==> src/core/ccr_pkg.sv <==
package ccr_pkg;

    // ==========================================
    // Command codes
    localparam logic [7:0] CCR_CMD_COMP = 8'hd0;
    localparam logic [7:0] CCR_CMD_VOUT = 8'hd1;
    localparam logic [7:0] CCR_CMD_OPS  = 8'hd2;

    // ==========================================
    // Reset values
    localparam logic [7:0] CCR_COMP_RST = 8'h09;
    localparam logic [7:0] CCR_VOUT_RST = 8'h40;
    localparam logic [7:0] CCR_OPS_RST  = 8'h05;

    // ==========================================
    // Writable bit masks
    localparam logic [7:0] CCR_COMP_MASK = 8'h1f;
    localparam logic [7:0] CCR_VOUT_MASK = 8'h7f;
    localparam logic [7:0] CCR_OPS_MASK  = 8'h07;

    // ==========================================
    // Field positions
    localparam int CCR_CFF_BIT     = 4;
    localparam int CCR_RAMP_LSB    = 1;
    localparam int CCR_SLAVE_BIT   = 0;
    localparam int CCR_DISCH_BIT   = 6;
    localparam int CCR_PGD_LSB     = 2;
    localparam int CCR_RANGE_LSB   = 0;
    localparam int CCR_FSW_LSB     = 1;
    localparam int CCR_LLM_BIT     = 0;

    // ==========================================
    // Power-good delay timing
    localparam int          CCR_CLK_MHZ     = 125;
    localparam int          CCR_MS_US       = 1000;
    localparam int          CCR_MS_CYCLES   = CCR_CLK_MHZ * CCR_MS_US;
    localparam logic [3:0]  CCR_PGD_ZERO    = 4'hf;

    // ==========================================
    // Frequency codes
    typedef enum logic [1:0] {
        CCR_FSW_400K  = 2'b00,
        CCR_FSW_600K  = 2'b01,
        CCR_FSW_800K  = 2'b10,
        CCR_FSW_1000K = 2'b11
    } ccr_fsw_e;

    // ==========================================
    // Host access carrier
    typedef struct packed {
        logic       wr;
        logic       rd;
        logic [7:0] cmd;
        logic [7:0] data;
    } ccr_req_s;

    // ==========================================
    // Decoded controls
    typedef struct packed {
        logic       cff_50pf;
        logic [9:0] ramp_uv10;
        logic       slave_fault_en;
        logic       output_discharge_en;
        logic [3:0] power_good_delay;
        logic [1:0] divider_range_sel;
        logic [2:0] divider_shift;
        ccr_fsw_e   fsw;
        logic       light_load_mode_sel;
    } ccr_ctrl_s;

endpackage

==> src/core/ccr_power_good_delay.sv <==
`timescale 1ns/10ps
module ccr_power_good_delay
    import ccr_pkg::*;
#(
    parameter int MS_CYCLES = CCR_MS_CYCLES
) (
    input  wire logic       clk,
    input  wire logic       rstn,
    input  wire logic       pg_raw,
    input  wire logic [3:0] delay_code,
    output logic            pg_out
);
    logic [3:0]  ms_reg;
    logic [31:0] cyc_reg;
    logic        pg_reg;
    wire         zero_delay = (delay_code == CCR_PGD_ZERO);
    wire         ms_tick    = (cyc_reg == 32'(MS_CYCLES - 1));
    wire         ms_done    = ms_tick && (ms_reg == delay_code);

    // ==========================================
    // Delay counter
    always_ff @(posedge clk or negedge rstn) begin
        if (!rstn) begin
            ms_reg  <= 4'h0;
            cyc_reg <= 32'h0;
            pg_reg  <= 1'b0;
        end else if (!pg_raw) begin
            ms_reg  <= 4'h0;
            cyc_reg <= 32'h0;
            pg_reg  <= 1'b0;
        end else if (!pg_reg) begin
            cyc_reg <= ms_tick ? 32'h0 : cyc_reg + 32'h1;
            ms_reg  <= ms_tick ? ms_reg + 4'h1 : ms_reg;
            pg_reg  <= ms_done;
        end
    end

    assign pg_out = pg_raw && (pg_reg || zero_delay);

    a_pg_zero_now : assert property (@(posedge clk) disable iff (!rstn)
        (pg_raw && zero_delay) |-> pg_out) else $error("zero delay not immediate");
endmodule

==> src/core/ccr_config_regs.sv <==
// Behaviour
// - Compensation bit 4 picks feed-forward capacitor: 0 is 20pF, 1 is 50pF.
// - Ramp field bits 3:1 decoded through single- or multi-phase table.
// - Compensation bit 0, default 1, enables slave fault reporting on power-good.
// - Output-control bit 6 set: discharge output when control input falls low.
// - Bits 5:2 set power-good delay 1..15ms; code 1111 means none.
// - Bits 1:0 choose divider ratio 1, 0.5, 0.25, 0.125.
// - Operations bits 2:1 select 400, 600, 800 or 1000kHz switching.
// - Operations bit 0 zero gives pulse-skip, one gives forced continuous conduction.
// - Reset values: output-control 0x40, operations 0x05.
`timescale 1ns/10ps
module ccr_config_regs
    import ccr_pkg::*;
#(
    parameter int MS_CYCLES = CCR_MS_CYCLES
) (
    input  wire logic              clk,
    input  wire logic              rstn,
    input  wire ccr_pkg::ccr_req_s req,
    output logic [7:0]             rd_data,
    output logic                   rd_valid,
    output logic                   cmd_hit,
    input  wire logic              multiphase_select_bit,
    input  wire logic              ctrl_in,
    input  wire logic              pg_raw,
    input  wire logic              slave_fault,
    output ccr_pkg::ccr_ctrl_s     ctrl,
    output logic                   discharge_on,
    output logic                   power_good_pin
);
    import ccr_pkg::*;

    // ==========================================
    // Input synchronisers
    logic [1:0] ctrl_sync_reg;
    logic [1:0] mp_sync_reg;
    logic [1:0] pg_sync_reg;
    logic [1:0] sf_sync_reg;

    always_ff @(posedge clk or negedge rstn) begin
        if (!rstn) begin
            ctrl_sync_reg <= 2'b00;
            mp_sync_reg   <= 2'b00;
            pg_sync_reg   <= 2'b00;
            sf_sync_reg   <= 2'b00;
        end else begin
            ctrl_sync_reg <= {ctrl_sync_reg[0], ctrl_in};
            mp_sync_reg   <= {mp_sync_reg[0], multiphase_select_bit};
            pg_sync_reg   <= {pg_sync_reg[0], pg_raw};
            sf_sync_reg   <= {sf_sync_reg[0], slave_fault};
        end
    end

    wire ctrl_s = ctrl_sync_reg[1];
    wire mp_s   = mp_sync_reg[1];
    wire pg_s   = pg_sync_reg[1];
    wire sf_s   = sf_sync_reg[1];

    // ==========================================
    // Register file
    logic [7:0] comp_reg;
    logic [7:0] vout_reg;
    logic [7:0] ops_reg;
    logic [7:0] rd_data_reg;
    logic       rd_valid_reg;

    wire hit_comp = (req.cmd == CCR_CMD_COMP);
    wire hit_vout = (req.cmd == CCR_CMD_VOUT);
    wire hit_ops  = (req.cmd == CCR_CMD_OPS);
    wire [7:0] rd_mux = hit_comp ? comp_reg :
                        hit_vout ? vout_reg :
                        hit_ops  ? ops_reg  : 8'h00;

    always_ff @(posedge clk or negedge rstn) begin
        if (!rstn) begin
            comp_reg <= CCR_COMP_RST;
            vout_reg <= CCR_VOUT_RST;
            ops_reg  <= CCR_OPS_RST;
        end else if (req.wr) begin
            if (hit_comp) comp_reg <= req.data & CCR_COMP_MASK;
            if (hit_vout) vout_reg <= req.data & CCR_VOUT_MASK;
            if (hit_ops)  ops_reg  <= req.data & CCR_OPS_MASK;
        end
    end

    always_ff @(posedge clk or negedge rstn) begin
        if (!rstn) begin
            rd_data_reg  <= 8'h00;
            rd_valid_reg <= 1'b0;
        end else begin
            rd_data_reg  <= req.rd ? rd_mux : rd_data_reg;
            rd_valid_reg <= req.rd;
        end
    end

    assign rd_data  = rd_data_reg;
    assign rd_valid = rd_valid_reg;
    assign cmd_hit  = hit_comp || hit_vout || hit_ops;

    // ==========================================
    // Ramp tables in units of 0.1mV
    wire [2:0] ramp_code = comp_reg[CCR_RAMP_LSB +: 3];
    logic [9:0] ramp_sp;
    logic [9:0] ramp_mp;

    always_comb begin
        unique case (ramp_code)
            3'h0: ramp_sp = 10'h038;
            3'h1: ramp_sp = 10'h062;
            3'h2: ramp_sp = 10'h0b4;
            3'h3: ramp_sp = 10'h12c;
            3'h4: ramp_sp = 10'h055;
            3'h5: ramp_sp = 10'h097;
            3'h6: ramp_sp = 10'h10e;
            3'h7: ramp_sp = 10'h1b8;
        endcase
    end

    always_comb begin
        unique case (ramp_code)
            3'h0: ramp_mp = 10'h056;
            3'h1: ramp_mp = 10'h096;
            3'h2: ramp_mp = 10'h10e;
            3'h3: ramp_mp = 10'h1c2;
            3'h4: ramp_mp = 10'h082;
            3'h5: ramp_mp = 10'h0e6;
            3'h6: ramp_mp = 10'h19a;
            3'h7: ramp_mp = 10'h2a8;
        endcase
    end

    // ==========================================
    // Decoded controls
    assign ctrl.cff_50pf            = comp_reg[CCR_CFF_BIT];
    assign ctrl.ramp_uv10           = mp_s ? ramp_mp : ramp_sp;
    assign ctrl.slave_fault_en      = comp_reg[CCR_SLAVE_BIT];
    assign ctrl.output_discharge_en = vout_reg[CCR_DISCH_BIT];
    assign ctrl.power_good_delay    = vout_reg[CCR_PGD_LSB +: 4];
    assign ctrl.divider_range_sel   = vout_reg[CCR_RANGE_LSB +: 2];
    assign ctrl.divider_shift       = {1'b0, vout_reg[CCR_RANGE_LSB +: 2]};
    assign ctrl.fsw                 = ccr_fsw_e'(ops_reg[CCR_FSW_LSB +: 2]);
    assign ctrl.light_load_mode_sel = ops_reg[CCR_LLM_BIT];

    assign discharge_on = ctrl.output_discharge_en && !ctrl_s;

    // ==========================================
    // Power-good generation
    logic pg_delayed;
    wire  pg_qual = pg_s && ctrl_s && !(ctrl.slave_fault_en && sf_s);

    ccr_power_good_delay #(
        .MS_CYCLES (MS_CYCLES)
    ) u_power_good_delay (
        .clk        (clk),
        .rstn       (rstn),
        .pg_raw     (pg_qual),
        .delay_code (ctrl.power_good_delay),
        .pg_out     (pg_delayed)
    );

    assign power_good_pin = pg_delayed;

    // ==========================================
    // Checks
    a_vout_rst_val : assert property (@(posedge clk)
        $rose(rstn) |-> (vout_reg == 8'h40 && ops_reg == 8'h05)) else $error("bad reset values");
    a_wr_applies : assert property (@(posedge clk) disable iff (!rstn)
        (req.wr && hit_ops) |=> (ops_reg == ($past(req.data) & 8'h07))) else $error("ops write lost");
    a_resv_zero : assert property (@(posedge clk) disable iff (!rstn)
        (comp_reg[7:5] == 3'h0 && vout_reg[7] == 1'b0 && ops_reg[7:3] == 5'h00)) else $error("reserved set");
    a_cff_track : assert property (@(posedge clk) disable iff (!rstn)
        (req.wr && hit_comp) |=> (ctrl.cff_50pf == $past(req.data[4]))) else $error("cff not applied");
    a_ramp_mp_big : assert property (@(posedge clk) disable iff (!rstn)
        mp_s |-> (ctrl.ramp_uv10 > ramp_sp)) else $error("ramp table wrong");
    a_slave_block : assert property (@(posedge clk) disable iff (!rstn)
        (ctrl.slave_fault_en && sf_s) |-> !power_good_pin) else $error("slave fault ignored");
    a_discharge : assert property (@(posedge clk) disable iff (!rstn)
        $fell(ctrl_s) |-> (discharge_on == vout_reg[6])) else $error("discharge wrong");
    a_fsw_map : assert property (@(posedge clk) disable iff (!rstn)
        (req.wr && hit_ops) |=> (ctrl.fsw == ccr_fsw_e'($past(req.data[2:1])))) else $error("fsw wrong");
    a_llm_map : assert property (@(posedge clk) disable iff (!rstn)
        (req.wr && hit_ops) |=> (ctrl.light_load_mode_sel == $past(req.data[0]))) else $error("llm wrong");
    a_range_map : assert property (@(posedge clk) disable iff (!rstn)
        ctrl.divider_shift[1:0] == vout_reg[1:0]) else $error("range wrong");
endmodule

==> config.mk <==
export PLATFORM = sky130hd
export DESIGN_NAME = ccr_config_regs
export DESIGN_NICKNAME = d
export VERILOG_FILES = /design/src/core/ccr_pkg.sv /design/src/core/ccr_power_good_delay.sv /design/src/core/ccr_config_regs.sv
export SDC_FILE = /design/constraint.sdc
export NUM_CORES = 1
export LEC_CHECK = 0
export ABC_AREA = 1
export BUFFER_PORTS_ARGS = -buffer_cell sky130_fd_sc_hd__buf_4
export CORE_MARGIN = 5
export CORE_UTILIZATION = 50
export DETAILED_ROUTE_END_ITERATION = 10
export GPL_TIMING_DRIVEN = 1
export PLACE_DENSITY = 0.71
export SYNTH_ARGS = -nofsm -noshare
export SYNTH_HDL_FRONTEND = slang
export SYNTH_SLANG_ARGS = --single-unit
==> constraint.sdc <==
create_clock -name clk -period 3.1 [get_ports clk]
set_input_delay 0.465 -clock clk [delete_from_list [all_inputs] [get_ports clk]]
set_output_delay 0.465 -clock clk [all_outputs]
set_load 0.02 [all_outputs]
==> results of run 1 <==
-- through the flow --
stage	worst slack [ns]	cells	util (%)	hold WS (ns)	total power, µW
3_3_place_gp	1.04	768	57.3	0.333	1100
3_5_place_dp	0.959	768	57.3	0.336	1110
4_1_cts	0.737	784	59.6	0.211	1810
6_report	0.743	784	59.6	0.216	1800
5_1_grt	0.610	784	59.6	0.205	1870
2_1_floorplan	1.02	620	-	0.169	1020
-- critical path: stages, from the launching register on --
cell and delay, ns:
dfrtp_1 0.51, inv_1 0.18, ha_1 0.34, nor2_1 0.14, nand2_1 0.07, o311ai_0 0.10
buf_4 0.21
-- kinds of logic (layout without fill, tap and decap cells) --
family | after synthesis | count (layout) | share of synthesized area, %
adder cells (fa/ha/maj) | 8 | 8 | 2.36
AO/OA/AOI/OAI | 45 | 45 | 6.24
AND/OR/NAND/NOR | 394 | 394 | 39.4
buffers and inverters | 89 | 148 | 8.69
other | 1 | 2 | 0.0886
XOR/XNOR | 14 | 14 | 2.90
flip-flops | 68 | 68 | 40.3
-- cell type report --
cell class	instances	area (µm²)	share of cell area [%]
clock inverters	5	53.8	1.10
flip-flops and latches	68	1710	34.9
multi-input cells	463	2160	44.2
clock buffers	11	131	2.68
inverters	75	282	5.75
repair buffers	57	428	8.74
well taps	105	131	2.68
-- layout by cell type (no fill, tap or decap), drive strengths merged, types with 7 or more instances in the layout --
cell	count
buf	57
clkbuf	11
clkinv	7
dfrtp	63
ha	8
inv	72
nand2	209
nand3	42
nand4	30
nor2	101
nor3	9
o21ai	30
xor2	11
-- worst max-delay path by stage --
stage | slack [ns] | cells after the start | startpoint | endpoint
global placement | 1.04 | 6 | comp_reg[0] | u_power_good_delay.cyc_reg[2]
detailed placement | 0.96 | 5 | comp_reg[0] | u_power_good_delay.cyc_reg[16]
global route | 0.61 | 5 | comp_reg[1] | ctrl[17]
finish | 0.74 | 6 | comp_reg[1] | ctrl[17]
floorplan | 1.02 | 4 | comp_reg[1] | ctrl[17]
CTS | 0.74 | 6 | comp_reg[1] | ctrl[17]
-- metal layers --
metal / up-vias / part of all wire [%]
met2: 132 / 46
met3: 12 / 6.2
met4: 0 / 1.2
li1: 2073 / -
met1: 1980 / 46
met5: - / 0
-- power breakdown --
part	internal [µW]	total [µW]	switching, µW
registers	906	926	20.3
logic	61.5	163	102
clock network	369	708	339
==> metrics.yaml, run 1 <==
clock-root-buffer: "clkbuf_8"
grt_max_degree: 69
cts_max_level: 3
grt_pass1_vias: 3974
tightest_slew_ns: 0.856
use_met3_pct: 5.12
antenna_left: 0
placed_cell_area_mm2: 0.00471
yosysWarnings: 0
slew_viol_final: 0
ios: 61
portBuffers: 57
gp_congestion: 0.950
post_cts_resized: 0
reg2regPathDepth: 6
met1_usage_pct: 32.5
synth_edf_count: 0
ys_seq_area_share_pct: 40.3
overflow: 0
vias: 4197
status: "completed"
largest_reg_flops: 32
via_per_inst: 5.35
power.leakage_uw: 0.00237
post-cts-setup-buffer-count: 0
clock_sinks: 68
relSlewSlack_pct: 43.0
synth_top_area_share_pct: 37.2
timing.rr.start: "comp_reg[0]"
hp-class: "in -> async"
drt_wl_total_um: 11200
fmax_mhz: 424
die_w_um: 102
die_y_um: 102
use_met2_pct: 35.8
synth_flop_cell: "dfrtp_1"
area_growth_syn_to_layout_pct: 15.6
grt_pass1_wl_um: 19000
drt_iter0_markers: 247
syn-cell-area_mm2: 0.00423
synth.most_common_cell: "nand2_1"
critPathCaptureType: "output port"
final_cell_area_mm2: 0.00490
antenna_found_initial: 0
rows: 33
async_flop_share_pct: 100
rsz0062_at_grt: "no"
ys_types: 38
avgSynthCellArea_um2: 6.84
n_antenna_cell: 0
r2r-end: "u_power_good_delay.cyc_reg[2]"
nets: 706
ir_drop_uv: 254
setup-tns-final_ns: 0
drc: 0
crit_required_ns: 2.63
clkTransAtPathRegs_ns: 0.08
path_class: "reg -> out"
cts_tree: "done"
finClkSkew_ns: 0.0110
syn_inst: 619
ys_ff_latch: 68
clk_latency_ns: 0.35
synthTopCellsByCount: "nand2_1, nor2_1, inv_1"
rrSetupSlack_ns: 0.93
hpwl_um: 8530
firstDrtPassIters: 5
ctsHoldBuffers: 0
power_density_mw_per_mm2: 367
finalHoldViolations: 0
wl_per_cell_um: 14.3
setup_violations: 0
synth_top_area_cell: "dfrtp_1"
grt-busiest-layer: "met2"
critPathMaxFanout: 8
start_util_pct: 51.5
core_mm2: 0.00822
finalCritPeriodShare_pct: 76.0
fillers: 794
drive_above_1_share_pct: 13.0
period_needed_ns: 2.36
arrival_ns: 1.89
grt_util_all_layers_pct: 23.1
die_area_mm2: 0.0104
synthTopCellsByArea: "dfrtp_1, nand2_1, nor2_1, inv_1, nand3_1"
cts_buffers: 9
clock_path_buffers: 2
cp-start-kind: "register"
maxCapViolCount: 0
Note: power is estimated with default switching activity, not from simulation.
==> run 2, diff against run 1 <==
--- a/config.mk
+++ b/config.mk
@@ -11,7 +11,7 @@
 export CORE_UTILIZATION = 50
 export DETAILED_ROUTE_END_ITERATION = 10
 export GPL_TIMING_DRIVEN = 1
-export PLACE_DENSITY = 0.71
+export PLACE_DENSITY = 0.74
 export SYNTH_ARGS = -nofsm -noshare
 export SYNTH_HDL_FRONTEND = slang
 export SYNTH_SLANG_ARGS = --single-unit
==> constraint.sdc (replaced) <==
create_clock -name clk -period 1.9 [get_ports clk]
set_input_delay 0.285 -clock clk [delete_from_list [all_inputs] [get_ports clk]]
set_output_delay 0.285 -clock clk [all_outputs]
set_load 0.02 [all_outputs]
==> run 2 against run 1 <==
Compared with the run above:
- worst setup slack lost 0.70 ns
- via count grew 0.17%
- non-clock buffer count grew 18
- utilization grew 2.9 points
- first-iteration DRC count shrank 13%
- largest power group unchanged
- clock-buffer cell count shrank 1
- critical path type unchanged
==> metrics.yaml, run 2 (synthesized netlist as in run 1, its figures left out) <==
critPathCaptureType: "output port"
vias: 4204  # +0.17%
power.leakage_uw: 0.00247  # +4.3%
finClkSkew_ns: 0.0148  # +0.00381 ns
clock-root-buffer: "clkbuf_8"
via_per_inst: 5.25  # -2.0%
drt_iter0_markers: 216  # -13%
die_w_um: 102  # unchanged
rsz0062_at_grt: "yes"
firstDrtPassIters: 5  # unchanged
slew_viol_final: 0  # unchanged
overflow: 0  # unchanged
wl_per_cell_um: 14.5  # +1.6%
gp_congestion: 0.916  # -3.7%
finalCritPeriodShare_pct: 97.7
area_growth_syn_to_layout_pct: 21.2
clk_latency_ns: 0.35  # about the same
status: "completed"
nets: 724  # +2.5%
start_util_pct: 51.5  # unchanged
top_layer_used: "met4"
cts_tree: "done"
rows: 33  # unchanged
finalHoldViolations: 0  # unchanged
portBuffers: 57  # unchanged
die_y_um: 102  # unchanged
arrival_ns: 1.57  # -0.32 ns
met1_length_um: 5180  # +0.17%
cts_max_level: 3  # unchanged
largest_reg_flops: 32  # unchanged
clock_path_buffers: 2  # unchanged
path_class: "reg -> out"
critPathMaxFanout: 7  # -1
fillers: 744  # -6.3%
power_density_mw_per_mm2: 594  # +62%
n_antenna_cell: 0  # unchanged
die_area_mm2: 0.0104  # unchanged
setup_violations: 0  # unchanged
reg2regPathDepth: 10  # +4
cts_buffers: 9  # unchanged
layout_common_cells: "nand2_1, nor2_1, buf_4"
whs_ns: 0.0486  # -0.167 ns
fmax_mhz: 539
clock_sinks: 68  # unchanged
final_common_cell: "nand2_1"
hpwl_um: 8810  # +3.2%
grt_util_all_layers_pct: 23.9  # +0.81 points
cp-start-kind: "register"
antenna_found_initial: 0  # unchanged
drive_above_1_share_pct: 16.7  # +3.7 points
hp-class: "in -> reg"
grt_max_degree: 69  # unchanged
setup-tns-final_ns: 0  # unchanged
maxCapViolCount: 0  # unchanged
seqCellArea_mm2: 0.00171  # about the same
wl_met2_um: 5560  # +6.6%
ios: 61  # unchanged
antenna_left: 0  # unchanged
grt_pass1_vias: 4081  # +2.7%
drt_wl_total_um: 11700  # +3.8%
wl_met3_um: 704  # +0.57%
core_mm2: 0.00822  # unchanged
hold-path-cell-count: 1
grt_pass1_wl_um: 19600  # +3.3%
drc: 0  # unchanged
clkTransAtPathRegs_ns: 0.07  # about the same
crit_required_ns: 1.62  # -1.01 ns
period_needed_ns: 1.86
multi_input_area_mm2: 0.00221  # +2.1%
ir_drop_uv: 690  # +170%
[run 2: path summary, 6_finish.rpt]
kind                                             endpoint                           from  slack, ns
setup / recovery                                 ctrl[20]                    comp_reg[1]       0.04
hold / removal                             mp_sync_reg[0]          multiphase_select_bit       0.05
setup reg to reg             u_power_good_delay.ms_reg[1]  u_power_good_delay.cyc_reg[1]       0.18
hold reg to reg                            sf_sync_reg[1]                 sf_sync_reg[0]       0.35
max in group asynchronous                     comp_reg[0]                           rstn       1.06
min in group asynchronous  u_power_good_delay.cyc_reg[16]                           rstn       0.49
[run 2: report_power, final]
part	internal, µW	switching, µW	total, µW
sequential	1480	28.1	1510
combinational	127	183	309
clock	639	595	1230
total	2240	806	3050
[run 2: metrics by stage]
| stage | instances | setup slack [ns] | util [%] | total power [µW] | area, µm² |
|---|---|---|---|---|---|
| 2_1_floorplan | 620 | 0.227 | - | 1670 | 4240 |
| 3_3_place_gp | 782 | 0.229 | 58.9 | 1820 | 4840 |
| 3_5_place_dp | 782 | 0.209 | 58.9 | 1820 | 4840 |
| 4_1_cts | 799 | 0.00725 | 61.7 | 3060 | 5070 |
| 5_1_grt | 801 | -0.0372 | 62.4 | 3170 | 5130 |
| 6_report | 801 | 0.0433 | 62.4 | 3050 | 5130 |
[run 2: layout make-up]
type,instances,area share [%]
Clock buffer,10,2.68
Clock inverter,5,1.22
Inverter,75,5.56
Multi-Input combinational cell,463,43.0
Sequential cell,68,33.3
Tap cell,105,2.56
Timing Repair Buffer,75,11.7
[run 2: critical path: stages (launching register included)]
cell and delay (ns):
dfrtp_1 0.40, buf_4 0.17, ha_1 0.22, a21oi_2 0.17, a22oi_1 0.11, buf_4 0.17
[run 2: what timing repair did]
action | CTS | global route
buffers inserted | 1 | 2
resized for setup | 4 | 13
endpoints found under the setup margin | 5 | 7
pin swaps | 2 | 2
hold buffers | 1 | 0
hold endpoints to repair | 63 | 0
[run 2: routing by layer]
layer	vias to the layer above	GRT usage, %
li1	2107	-
met5	-	0
met2	148	39.1
met1	1931	33.1
met4	0	7.47
met3	18	3.21
==> run 3, diff against run 2 <==
--- a/config.mk
+++ b/config.mk
@@ -5,13 +5,14 @@
 export SDC_FILE = /design/constraint.sdc
 export NUM_CORES = 1
 export LEC_CHECK = 0
-export ABC_AREA = 1
+export ABC_CLOCK_PERIOD_IN_PS = 1900
 export BUFFER_PORTS_ARGS = -buffer_cell sky130_fd_sc_hd__buf_4
 export CORE_MARGIN = 5
 export CORE_UTILIZATION = 50
 export DETAILED_ROUTE_END_ITERATION = 10
 export GPL_TIMING_DRIVEN = 1
-export PLACE_DENSITY = 0.74
+export PLACE_DENSITY = 0.75
 export SYNTH_ARGS = -nofsm -noshare
 export SYNTH_HDL_FRONTEND = slang
+export SYNTH_HIERARCHICAL = 1
 export SYNTH_SLANG_ARGS = --single-unit
==> run 3 against run 2 <==
Compared with the run above:
- sequential share of layout area increased by 1.6 points
- global-route usage decreased by 2.6 points
- synthesized cell count decreased by 43%
- worst setup slack got worse by 0.038 ns
- final area decreased by 4.1%
- non-clock buffer count increased by 43
- clock power decreased by 7%
- flip-flop and latch count unchanged
- clock-buffer cell count increased by 1
- largest power group unchanged
==> metrics.yaml, run 3 <==
period_needed_ns: 1.89  # +0.0382 ns
cp-start-kind: "register"
layout_common_cells: "buf_4, dfrtp_1, nor2_1"
finClkSkew_ns: 0.00838  # -0.00641 ns
grt_pass1_wl_um: 15000  # -24%
clock_sinks: 68  # unchanged
synth_flop_cell: "dfrtp_1"
die_w_um: 95.2  # -6.7%
hp-class: "in -> reg"
firstDrtPassIters: 5  # unchanged
grt_pass1_vias: 3026  # -26%
rsz0062_at_grt: "yes"
final_common_cell: "buf_4"
cts_tree: "done"
ys_ff_latch: 68  # unchanged
grt_util_all_layers_pct: 21.3  # -2.6 points
wl_per_cell_um: 16.5  # +13%
power_density_mw_per_mm2: 607  # +2.1%
synth_top_area_share_pct: 43.4  # +6.2 points
critPathMaxFanout: 5  # -2
clk_latency_ns: 0.35  # about the same
drt_iter0_markers: 211  # -2.3%
grt_max_degree: 36  # -48%
nets: 495  # -32%
antenna_found_initial: 0  # unchanged
min_delay_worst_endpoint: "sf_sync_reg[0]"
core_mm2: 0.00718  # -13%
drive_above_1_share_pct: 41.7  # +25 points
drt_wl_total_um: 9360  # -20%
arrival_ns: 1.61  # +0.04 ns
fmax_mhz: 528  # -2.0%
reg2regPathDepth: 6  # -4
die_y_um: 95.2  # -6.7%
clock-root-buffer: "clkbuf_8"
fin_total_pwr_uw: 2990  # -2.1%
largest_reg_flops: 32  # unchanged
final-instance-count-excl-fill: 567  # -29%
area_growth_syn_to_layout_pct: 35.5
n_antenna_cell: 0  # unchanged
clock_path_buffers: 2  # unchanged
ios: 61  # unchanged
avgSynthCellArea_um2: 10.3  # +50%
cts_max_level: 3  # unchanged
antenna_left: 0  # unchanged
vias: 3134  # -25%
rows: 31  # -6.1%
hpwl_um: 6500  # -26%
synthTopCellsByCount: "dfrtp_1, nor2_1, nand2_1"
syn_inst: 353  # -43%
clkTransAtPathRegs_ns: 0.07  # about the same
dp_cells: 538  # -31%
drc: 0  # unchanged
async_flop_share_pct: 100  # unchanged
syn-cell-area_mm2: 0.00363  # -14%
gp_congestion: 0.902  # -1.4%
ys_types: 61  # +61%
synth_top_area_cell: "dfrtp_1"
via_per_inst: 5.53  # +5.3%
portBuffers: 57  # unchanged
ir_drop_uv: 468  # -32%
cts_buffers: 9  # unchanged
synth.most_common_cell: "dfrtp_1"
synthTopCellsByArea: "dfrtp_1, mux2_2, xor2_1, dfstp_2, nor2_1"
finalCritPeriodShare_pct: 99.7  # +2.0 points
slew_viol_final: 0  # unchanged
start_util_pct: 50.6  # -0.93 points
synth_edf_count: 0  # unchanged
setup_violations: 0  # unchanged
ys_seq_area_share_pct: 47.0  # +6.7 points
status: "completed"
path_class: "reg -> out"
rrSetupSlack_ns: 0.005  # -0.17 ns
hold-path-cell-count: 1  # unchanged
setup-tns-final_ns: 0  # unchanged
crit_required_ns: 1.62  # about the same
finalHoldViolations: 0  # unchanged
critPathCaptureType: "output port"
timing.rr.start: "u_power_good_delay/cyc_reg[20]"
die_area_mm2: 0.00907  # -13%
yosysWarnings: 6  # +6
worstHoldStart: "slave_fault"
power.leakage_uw: 0.00220  # -11%
overflow: 0  # unchanged
whs_ns: 0.0422  # -0.00641 ns
maxCapViolCount: 0  # unchanged
r2r-end: "u_power_good_delay/ms_reg[3]"
run 3: cell count changes after synthesis, moves of 10 or more:
cell     change
nand2_1    -181
nor2_1      -65
inv_1       -63
nand3_1     -30
mux2_2      +16
nand4_1     -16
o21ai_0     -10
run 3: through the flow:
stage                     instance area [µm²]  worst slack (ns)  util [%]
final                                    4920           0.00504      68.6
after global routing                     4920           -0.0615      68.6
after CTS                                4710           -0.0265      65.7
after detailed placement                 4450           -0.0325      62.1
after global placement                   4450           -0.0161      62.1
after floorplan                          3630            0.0504         -
run 3: layer usage:
metal	wire [µm]	track usage, %
met5	0	0
met4	138	6.01
met3	453	4.97
met2	4600	33.5
met1	4170	29.5
run 3: worst max path at each step:
stage	from	end	slack [ns]	depth (start not counted)
after CTS	comp_reg[2]	ctrl[17]	-0.03	6
after detailed placement	u_power_good_delay/cyc_reg[24]	u_power_good_delay/ms_reg[3]	-0.03	5
after global placement	u_power_good_delay/cyc_reg[24]	u_power_good_delay/ms_reg[3]	-0.02	5
final	comp_reg[1]	ctrl[20]	0.005	6
after global routing	comp_reg[1]	ctrl[20]	-0.06	6
after floorplan	comp_reg[0]	u_power_good_delay/cyc_reg[19]	0.05	7
run 3: repair_timing:
item / CTS / global route
hold buffers: 1 / 0
cloned: 0 / 2
setup endpoints to repair: 9 / 34
setup buffers: 4 / 6
gates resized for setup: 11 / 44
pin swaps: 3 / 15
hold endpoints to repair: 30 / 0
run 3: critical path, stage by stage (launching register included):
cell	delay, ns
dfrtp_2	0.43
buf_6	0.14
ha_4	0.15
mux2_4	0.26
nand2_2	0.06
o21ai_1	0.06
buf_4	0.16
run 3: kinds of logic (layout without fill, tap and decap cells):
group | count (synthesis) | in the layout | synth area share, %
compound gates | 58 | 58 | 10.6
xor+xnor | 28 | 28 | 6.75
fa+ha+maj | 8 | 8 | 2.76
buf+inv | 28 | 142 | 3.76
flops | 68 | 68 | 47.0
mux | 19 | 19 | 5.79
other cells | 1 | 2 | 0.103
simple gates | 143 | 143 | 23.2
run 3: cell type report:
class,count,area (µm²)
fill,529,2250
clock buffer,11,131
sequential,68,1720
multi-input combinational,258,1920
inverter,8,30.0
timing repair buffer,118,946
clock inverter,5,52.6
tap,99,124
run 3: report_power, final:
part           internal, µW  switching (µW)
registers              1480            30.6
clock network           600             551
logic                   151             174
